[config.mk]
export PLATFORM = sky130hd
export DESIGN_NAME = poepr_regs
export DESIGN_NICKNAME = d
export VERILOG_FILES = /design/src/poepr_regs.v
export VERILOG_INCLUDE_DIRS = /design/src /design/src/shared
export SDC_FILE = /design/constraint.sdc
export NUM_CORES = 1
export LEC_CHECK = 0
export ABC_AREA = 1
export BUFFER_PORTS_ARGS = -buffer_cell sky130_fd_sc_hd__clkbuf_2
export CORE_MARGIN = 4
export CORE_UTILIZATION = 55
export DETAILED_ROUTE_END_ITERATION = 7
export GPL_ROUTABILITY_DRIVEN = 0
export PLACE_DENSITY = 0.94
export REMOVE_ABC_BUFFERS = 1
export SLEW_MARGIN = 20
export SYNTH_ARGS = -nofsm -noshare
export SYNTH_HDL_FRONTEND = slang
export SYNTH_SLANG_ARGS = --single-unit
[constraint.sdc]
create_clock -name clk -period 5.25 [get_ports clk]
set_input_delay 0.525 -clock clk [delete_from_list [all_inputs] [get_ports clk]]
set_output_delay 0.525 -clock clk [all_outputs]
set_load 0.05 [all_outputs]
[src/shared/poepr_defines.vh]
// Register map, field layout and reset values of the port policy register bank
// Notes on behaviour
// - Class 5 bit enables 40W class per port
// - Class 5 bits load from class5 strap
// - Two-event and power limit load from autonomous strap
// - Two-event classification after first result Class 4/5
// - Priority 11 sheds first, 00 last
// - Equal codes: higher port number sheds first
// - Pin clear releases irq pins, self-clears
// - Source clear wipes sources and pins, self-clears
// - Irq enable gates pins only, events still recorded
// - Power limit enable arms overload shutdown
// - Converter enable switches monitoring converter
// - Watchdog enable, reset zero
`ifndef POEPR_DEFINES_VH
`define POEPR_DEFINES_VH
`define POEPR_ADDR_CLASS       8'h0c
`define POEPR_ADDR_PRIO        8'h0d
`define POEPR_ADDR_IRQ         8'h0e
`define POEPR_ADDR_GEN         8'h0f
`define POEPR_PRIO_RESET       8'he4
`define POEPR_IRQ_PIN_CLR      2
`define POEPR_IRQ_SRC_CLR      1
`define POEPR_IRQ_EN           0
`define POEPR_GEN_PLIM         2
`define POEPR_GEN_CONV         1
`define POEPR_GEN_WDOG         0
`define POEPR_CONV_RESET       1'b1
`define POEPR_WDOG_RESET       1'b0
`define POEPR_IRQ_EN_RESET     1'b1
`define POEPR_CLASS_HI         4'hf
`define POEPR_CLASS_LO         4'h0
`define POEPR_CLS4             3'h4
`define POEPR_CLASS5_STRAP_PIN             3'h5
`define POEPR_PORTS            4
`define POEPR_C5_MSB           7
`define POEPR_C5_LSB           4
`define POEPR_TE_MSB           3
`define POEPR_TE_LSB           0
`define POEPR_PRIO_W           2
`define POEPR_CLS_W            3
`define POEPR_RSVD_ZERO        5'h00
`endif

[src/poepr_regs.v]
// Port policy register bank with overload shed order and interrupt pin control
`timescale 1ns/1ns
`include "poepr_defines.vh"
module poepr_regs (
  input  wire       clk,                  // 125 MHz clock
  input  wire       rst_n,                // Async reset, active low
  input  wire       class5_strap_pin,     // Strap level for class 5 defaults
  input  wire       autonomous_mode_pin,  // Strap level for autonomous defaults
  input  wire       reg_wr,               // Register write strobe
  input  wire       reg_rd,               // Register read strobe
  input  wire [7:0] reg_addr,             // Register address
  input  wire [7:0] reg_wdata,            // Write data
  input  wire [3:0] event_in,             // Per-port event pulses
  input  wire [3:0] class_done,           // First classification done pulse
  input  wire [11:0] class_result,        // First class result, 3 bits per port
  input  wire       power_at_limit,       // Total power reached limit pin setting
  output reg  [7:0] reg_rdata,            // Read data
  output reg  [3:0] class5_active,        // Class 5 classification enabled
  output reg  [3:0] two_event_go,         // Pulse: do two-event classification
  output reg  [3:0] event_source,         // Interrupt source bits
  output reg        irq_pin_one,          // Interrupt pin one, active high
  output reg        irq_pin_two,          // Interrupt pin two, active high
  output reg        overload_shed,        // Pulse: shed one port
  output reg  [1:0] shed_port,            // Port index being shed
  output reg        converter_on,         // Monitoring converter on
  output reg        watchdog_on           // Bus watchdog on
);
  // Configuration registers
  reg       strap_pending;
  reg [3:0] class5_enable;
  reg [3:0] two_event_enable;
  reg [7:0] shutdown_priority;
  reg       interrupt_pin_clear;
  reg       interrupt_source_clear;
  reg       irq_output_enable;
  reg       total_power_limit_enable;
  reg       converter_enable;
  reg       bus_watchdog_enable;

  // Interrupt, shed and next-value state
  reg       irq_latched;
  reg [3:0] shed_done;
  reg       next_valid;
  reg [1:0] next_idx;
  reg [3:0] next_two_event;
  reg [7:0] next_rdata;
  integer   i;
  integer   j;

  // Shed rank: code in high bits, port index breaks ties toward higher ports
  function [3:0] rank;
    input [1:0] code;
    input [1:0] port;
    begin
      rank = {code, port};
    end
  endfunction

  // Two-bit priority code of one port
  function [1:0] prio_of;
    input [7:0] prio;
    input [1:0] port;
    begin
      prio_of = prio[`POEPR_PRIO_W*port +: `POEPR_PRIO_W];
    end
  endfunction

  // Class 4 or Class 5 first result asks for a second event
  function high_class;
    input [2:0] result;
    begin
      high_class = (result == `POEPR_CLS4) || (result == `POEPR_CLASS5_STRAP_PIN);
    end
  endfunction

  // Next port to shed: highest rank among ports not yet shed
  always @* begin
    next_valid = 1'b0;
    next_idx   = 2'h0;
    for (i = 0; i < `POEPR_PORTS; i = i + 1) begin
      if (!shed_done[i] && (!next_valid ||
          rank(prio_of(shutdown_priority, i[1:0]), i[1:0]) >=
          rank(prio_of(shutdown_priority, next_idx), next_idx))) begin
        next_idx   = i[1:0];
        next_valid = 1'b1;
      end
    end
  end

  // Second event only on an enabled port with a Class 4 or 5 result
  always @* begin
    next_two_event = 4'h0;
    for (j = 0; j < `POEPR_PORTS; j = j + 1)
      next_two_event[j] = class_done[j] & two_event_enable[j] &
                          high_class(class_result[`POEPR_CLS_W*j +: `POEPR_CLS_W]);
  end

  // Reserved and unmapped bits read as zero
  // Clear bits read 1 for the single cycle they stand
  always @* begin
    case (reg_addr)
      `POEPR_ADDR_CLASS: next_rdata = {class5_enable, two_event_enable};
      `POEPR_ADDR_PRIO:  next_rdata = shutdown_priority;
      `POEPR_ADDR_IRQ:   next_rdata = {`POEPR_RSVD_ZERO, interrupt_pin_clear,
                                       interrupt_source_clear, irq_output_enable};
      `POEPR_ADDR_GEN:   next_rdata = {`POEPR_RSVD_ZERO, total_power_limit_enable,
                                       converter_enable, bus_watchdog_enable};
      default:           next_rdata = 8'h00;
    endcase
  end

  // Straps caught on the first edge after release, never under reset
  always @(posedge clk or negedge rst_n) begin
    if (!rst_n) begin
      strap_pending            <= 1'b1;
      class5_enable            <= `POEPR_CLASS_LO;
      two_event_enable         <= `POEPR_CLASS_LO;
      total_power_limit_enable <= 1'b0;
      shutdown_priority        <= `POEPR_PRIO_RESET;
      interrupt_pin_clear      <= 1'b0;
      interrupt_source_clear   <= 1'b0;
      irq_output_enable        <= `POEPR_IRQ_EN_RESET;
      converter_enable         <= `POEPR_CONV_RESET;
      bus_watchdog_enable      <= `POEPR_WDOG_RESET;
    end else begin
      // Self-clear first so a fresh clear command is never lost
      if (interrupt_pin_clear)
        interrupt_pin_clear <= 1'b0;
      if (interrupt_source_clear)
        interrupt_source_clear <= 1'b0;
      // A write in the strap cycle is lost; hosts wait one more edge
      if (strap_pending) begin
        strap_pending            <= 1'b0;
        class5_enable            <= class5_strap_pin ? `POEPR_CLASS_HI : `POEPR_CLASS_LO;
        two_event_enable         <= autonomous_mode_pin ? `POEPR_CLASS_HI
                                                        : `POEPR_CLASS_LO;
        total_power_limit_enable <= autonomous_mode_pin;
      end else if (reg_wr) begin
        // Unmapped addresses fall through untouched
        case (reg_addr)
          `POEPR_ADDR_CLASS: begin
            class5_enable    <= reg_wdata[`POEPR_C5_MSB:`POEPR_C5_LSB];
            two_event_enable <= reg_wdata[`POEPR_TE_MSB:`POEPR_TE_LSB];
          end
          `POEPR_ADDR_PRIO: shutdown_priority <= reg_wdata;
          `POEPR_ADDR_IRQ: begin
            interrupt_pin_clear    <= reg_wdata[`POEPR_IRQ_PIN_CLR];
            interrupt_source_clear <= reg_wdata[`POEPR_IRQ_SRC_CLR];
            irq_output_enable      <= reg_wdata[`POEPR_IRQ_EN];
          end
          `POEPR_ADDR_GEN: begin
            total_power_limit_enable <= reg_wdata[`POEPR_GEN_PLIM];
            converter_enable         <= reg_wdata[`POEPR_GEN_CONV];
            bus_watchdog_enable      <= reg_wdata[`POEPR_GEN_WDOG];
          end
          default: ;
        endcase
      end
    end
  end

  // Events always recorded; a new event beats a same-cycle clear
  always @(posedge clk or negedge rst_n) begin
    if (!rst_n) begin
      event_source <= 4'h0;
      irq_latched  <= 1'b0;
      irq_pin_one  <= 1'b0;
      irq_pin_two  <= 1'b0;
    end else begin
      event_source <= (interrupt_source_clear ? 4'h0 : event_source) | event_in;
      if (interrupt_pin_clear || interrupt_source_clear)
        irq_latched <= |event_in;
      else if (|event_in)
        irq_latched <= 1'b1;
      // Both pins follow one latch; no per-pin source routing here
      irq_pin_one <= irq_latched & irq_output_enable;
      irq_pin_two <= irq_latched & irq_output_enable;
    end
  end

  // Overload: one port shed per cycle until the limit drops or every port is shed
  always @(posedge clk or negedge rst_n) begin
    if (!rst_n) begin
      shed_done     <= 4'h0;
      overload_shed <= 1'b0;
      shed_port     <= 2'h0;
    end else begin
      overload_shed <= 1'b0;
      // Limit dropping or the enable cleared rearms the whole order
      if (!total_power_limit_enable || !power_at_limit) begin
        shed_done <= 4'h0;
      end else if (next_valid) begin
        overload_shed       <= 1'b1;
        shed_port           <= next_idx;
        shed_done[next_idx] <= 1'b1;
      end
    end
  end

  // Output copies lag their register by one edge; two_event_go lags the class_done pulse by one edge
  always @(posedge clk or negedge rst_n) begin
    if (!rst_n) begin
      two_event_go  <= 4'h0;
      class5_active <= 4'h0;
      converter_on  <= 1'b0;
      watchdog_on   <= 1'b0;
    end else begin
      two_event_go  <= next_two_event;
      class5_active <= class5_enable;
      converter_on  <= converter_enable;
      watchdog_on   <= bus_watchdog_enable;
    end
  end

  // Read data stands until the next read
  always @(posedge clk or negedge rst_n) begin
    if (!rst_n)
      reg_rdata <= 8'h00;
    else if (reg_rd)
      reg_rdata <= next_rdata;
  end
endmodule

Word-level counts from Yosys, hierarchy flattened
Cells that the tools add are included.

Bits in registers: 54. Bits of input ports: 43. Output and inout port bits: 27. Logic and storage cells: 119.

$lt $le $gt $ge: 5. Equality and inequality tests: 12. Shifts and indexed selects: 2. Multiplexer cells: 34. Bitwise logic cells: 13. Reduce and logical (&&, ||, !) cells: 32.

Operators with widths (count): 4-bit two-way mux (11); 8-bit by 4-bit == test with 1-bit output, second input constant (4); 8-bit one-hot mux with 4 select lines (1); 3-bit == test, second input constant (8); 1-bit two-way mux (19); 4-bit >= comparator (3); 2-bit nonzero test (5); 1-bit bitwise AND (9); 1-bit logical OR (9); 3-bit AND reduction (3); 4-bit OR (2); 8-bit by 3-bit indexed part select with 2-bit output (1); 8-bit by 4-bit indexed part select with 2-bit output (1); 1-bit logical NOT (7); 2-bit AND reduction (3); 1-bit logical AND (4); 2-bit two-way mux (2); 4-bit OR reduction (1); 2-bit by 3-bit < comparator with 1-bit output, second input constant (1); 1-bit demux with 2-bit select (1); 2-bit by 1-bit >= comparator with 1-bit output, second input constant (1); 1-bit inverter (2).

Longest topological paths before layout
Word-level depth: 21. Gate-level depth with buffers: 20. Mapped depth without buffers: 20.

Worst setup path after synthesis
No wires, ideal clock.

Path kind: flip-flop to flip-flop. Start point: register shutdown_priority[3], in the netlist prio_of.prio[3]. End point: register shed_done[1]. Setup time: 83 ps. Arrival time: 2437 ps. Required time: 5167 ps. Path slack: 2730 ps. Stages on the path, launching flop included: 18. Buffers on the path: 0. Clock period less this slack: 2520 ps. Path through: dfrtp_1 ha_1 nand2_2 nand2_2 nand2_4 o21ai_0 ha_1 nand2_1 nand2_2 nand2_4 nand2_1 o21ai_0 ha_1 a211oi_2 nor2_1 nor2_2 nand3_1 o21ai_0.

Word-level cells in the longest chain between the ends: 21. Elaborated cells on any way between the ends: 28. Classes of those cells: order compare (5); shift (2); mux (10); bitwise (1); reduce/logical (10).

Ends and longest elaborated chain: from (decl) (RTL line poepr_regs.v:32) `reg [7:0] shutdown_priority;`; from (signal assigned) (RTL line poepr_regs.v:119) `` shutdown_priority <= `POEPR_PRIO_RESET; ``; from (signal assigned) (RTL line poepr_regs.v:145) `` `POEPR_ADDR_PRIO: shutdown_priority <= reg_wdata; ``; 4-bit >= comparator (RTL line poepr_regs.v:82) `rank(prio_of(shutdown_priority, i[1:0]), i[1:0]) >=`; 1-bit logical OR (RTL line poepr_regs.v:81) `if (!shed_done[i] && (!next_valid ||`; 1-bit logical AND (RTL line poepr_regs.v:81); 1-bit two-way mux (RTL line poepr_regs.v:81); 8-bit by 3-bit indexed part select with 2-bit output (RTL line poepr_regs.v:64) `` prio_of = prio[`POEPR_PRIO_W*port +: `POEPR_PRIO_W]; ``; 4-bit >= comparator (RTL line poepr_regs.v:82); 1-bit logical OR (RTL line poepr_regs.v:81); 1-bit logical AND (RTL line poepr_regs.v:81); [5 not listed]; 2-bit two-way mux (RTL line poepr_regs.v:81); 2-bit by 3-bit < comparator with 1-bit output (implied by the code) or 2-bit by 1-bit >= comparator with 1-bit output (tied branches) (RTL line poepr_regs.v:195) `shed_done[next_idx] <= 1'b1;`; 1-bit logical AND (implied by the code) (RTL line poepr_regs.v:195); 1-bit two-way mux (implied by the code) (RTL line poepr_regs.v:195); 1-bit demux with 2-bit select (RTL line poepr_regs.v:195); 4-bit OR (no line); 4-bit two-way mux (RTL line poepr_regs.v:192) `end else if (next_valid) begin`; 4-bit two-way mux (RTL line poepr_regs.v:190) `if (!total_power_limit_enable || !power_at_limit) begin`; to (signal assigned) (RTL line poepr_regs.v:184) `shed_done <= 4'h0;`; to (signal assigned) (RTL line poepr_regs.v:191) `shed_done <= 4'h0;`; to (signal, indexed assignment) (RTL line poepr_regs.v:195); to (decl) (RTL line poepr_regs.v:42) `reg [3:0] shed_done;`.

Parallel ways exist; a longest one is shown, timed or not. The select of a mux whose other input is x is not followed. A chain may end at the register's enable or synchronous reset.

Final worst setup path
Ends and elaborated chain as after synthesis.

==> metrics.yaml <==
die_y_um: 74.5
grt_pass1_wl_um: 9250
crit_end: "shed_done[1]$_DFFE_PN0P_"
drv_cap: 0
antenna_found_initial: 0
finalHoldViolations: 0
clock_latency_ns: 0.31
synthCells: 262
synthArstFlopShare: 1.00
criticalPathCategory: "reg -> reg"
root_buffer: "clkbuf_8"
fin_tns_setup_ns: 0
multi_input_area_um2: 907
core_mm2: 0.00414
ff2ff_path_depth: 18
wire_per_inst_um: 15.0
grt_setup_unrepaired: "false"
ys_warn_count: 0
avgSynthCellArea_um2: 9.28
ys_seq_area_frac: 0.559
preCtsSetupSlack_ns: 2.35
period_needed_ns: 2.96
drt_iter0_markers: 153
h-tree-depth: 2
busiest_layer: "met2"
vias_per_cell: 5.36
worstPathRequired_ns: 5.47
arrival_ns: 3.18
insertedDiodeCount: 0
synth.area.top_cells: "dfrtp_1 (48%), nand2_1 (10%), dfstp_2 (7.6%)"
clock-sinks: 54
port_buffers: 65
leakagePower_nw: 1.51
cts_made_buffers: 5
use_met3: 0.0514
fin_skew_ns: 0.00795
drive_gt1_frac: 0.342
slew_viol_final: 0
postCtsSetupBuffers: 0
cts_buffer_depth: 2
track_usage: 0.221
grt_util_met2: 0.380
post-synth-top-area-cell: "dfrtp_1"
r2r_start: "prio_of.prio[3]$_DFFE_PN0P_"
regArea_mm2: 0.00136
reg2reg_setup_slack_ns: 2.29
peakVddDrop_uv: 228
path_clk_slew_ns: 0.09
relSlewSlack: 0.561
post-route-drc-count: 0
period_share: 0.564
finalNonFillerCells: 383
grt_pass1_vias: 2077
grt_max_degree: 55
synth-edff-count: 0
outcome: "complete, no violations"
rows: 23
min_path_type: "in -> async"
vias: 2053
die_w_um: 74.5
cts_tree: "built"
cts_resized: 0
synth_most_common_cell: "nand2_1"
synth-main-ff-cell: "dfrtp_1"
globalRouteOverflowTotal: 0
ant_nets: 0
start_util: 0.587
synth_common_cells: "nand2_1 (68), dfrtp_1 (47), inv_1 (32)"
fillers: 304
ys_types: 32
synth_top_area_frac: 0.484
routed_wl_um: 5760
max_slew.worst_pin.slew_ns: 0.659
nNetsFinal: 379
place_inst: 375
place_hpwl_um: 4430
critPathLaunch: "prio_of.prio[3]$_DFFE_PN0P_"
grt_util_met1: 0.268
ys_seq_elements: 54
dieArea_mm2: 0.00555
path_max_fanout: 8
cp-start-kind: "flip-flop"
dr.pass1.iters: 4
end_kind: "flip-flop"
timing.final.ws_setup_ns: 2.29
area_growth_pct: 18.7
pin_count: 70
synth_area_mm2: 0.00243
setup_viol: 0
max_clock_freq_mhz: 338
powerDensity_mw_per_mm2: 289
cts_hold_buffers: 0
r2r_end: "shed_done[1]$_DFFE_PN0P_"
[power breakdown]
part           internal, mW  switching, mW  total [mW]
logic                0.0467          0.110       0.157
registers             0.438         0.0135       0.452
clock network        0.0946          0.129       0.224
total                 0.579          0.253       0.833
[area by class of cell]
| class | count | share of cell area |
|---|---|---|
| inverter | 37 | 0.0485 |
| multi-input combinational | 168 | 0.314 |
| clock inverter | 1 | 0.00260 |
| clock buffer | 7 | 0.0264 |
| timing repair buffer | 66 | 0.115 |
| sequential | 54 | 0.471 |
| tap | 50 | 0.0217 |
[per-stage QoR]
stage          utilization  total power [mW]  hold WS (ns)  instance area, um2
2_1_floorplan            -             0.561         0.229                2410
3_5_place_dp         0.676             0.615         0.404                2800
6_report             0.697             0.833         0.323                2890
5_1_grt              0.697             0.865         0.354                2890
3_3_place_gp         0.676             0.607         0.399                2800
4_1_cts              0.697             0.834         0.342                2890
[kinds of logic (layout without fill, tap and decap cells)]
group                    count (synthesis)  count (layout)  share of synthesized area
AND/OR/NAND/NOR                        113             113                      0.216
other                                    1               1                    0.00154
adder cells (fa/ha/maj)                  4               4                     0.0206
flip-flops                              54              54                      0.559
buffers and inverters                   40             111                     0.0674
AO/OA/AOI/OAI                           50              50                      0.135
[state kept, by name (all words and copies together), names as in the netlist, 2 cells and up]
register / count
shed_port: 2
reg_rdata: 8
prio_of.prio: 8
event_source: 4
two_event_enable: 4
two_event_go: 4
class5_active: 4
class5_enable: 4
shed_done: 4
[cell usage in the layout, fill, tap and decap left out, drive strengths merged]
cell	count
nand2	83
clkbuf	72
dfrtp	47
inv	36
o21ai	30
nor2	15
o211ai	7
dfstp	7
nand3	6
nor3	6
a21o	4
ha	4
a21oi	4
a22o	2
o22ai	2
nor4	2
nor3b	1
a211oi	1
clkinv	1
clkinvlp	1
buf	1
conb	1
[routing by layer]
metal  up-vias  share of wire
met2        80           0.50
li1        975              -
met4         0          0.023
met3        14          0.076
met1       984           0.40
met5         -              0
[worst max-delay path, cell delays in order (launching register included)]
cell and delay [ns]:
dfrtp_1 0.43, ha_1 0.31, nand2_2 0.06, nand2_2 0.08, nand2_4 0.07, o21ai_0 0.24
ha_1 0.28, nand2_1 0.09, nand2_2 0.07, nand2_4 0.11, nand3_1 0.07, o21ai_0 0.08
ha_1 0.18, inv_1 0.05, a211oi_2 0.23, nor2_1 0.09, nor2_2 0.17, nand3_1 0.13
o21ai_0 0.11
[worst min path at each step]
stage | from | end | cells after the start
after detailed placement | converter_enable$_DFFE_PN1P_ | converter_on$_DFF_PN0_ | 0
after global routing | class_result[1] | two_event_go[0]$_DFF_PN0_ | 2
after floorplan | rst_n | bus_watchdog_enable$_DFFE_PN0P_ | 0
after CTS | rst_n | class5_enable[3]$_DFFE_PN0P_ | 2
after global placement | bus_watchdog_enable$_DFFE_PN0P_ | watchdog_on$_DFF_PN0_ | 0
final | rst_n | class5_active[0]$_DFF_PN0_ | 2
Note: power is estimated with default switching activity, not from simulation.
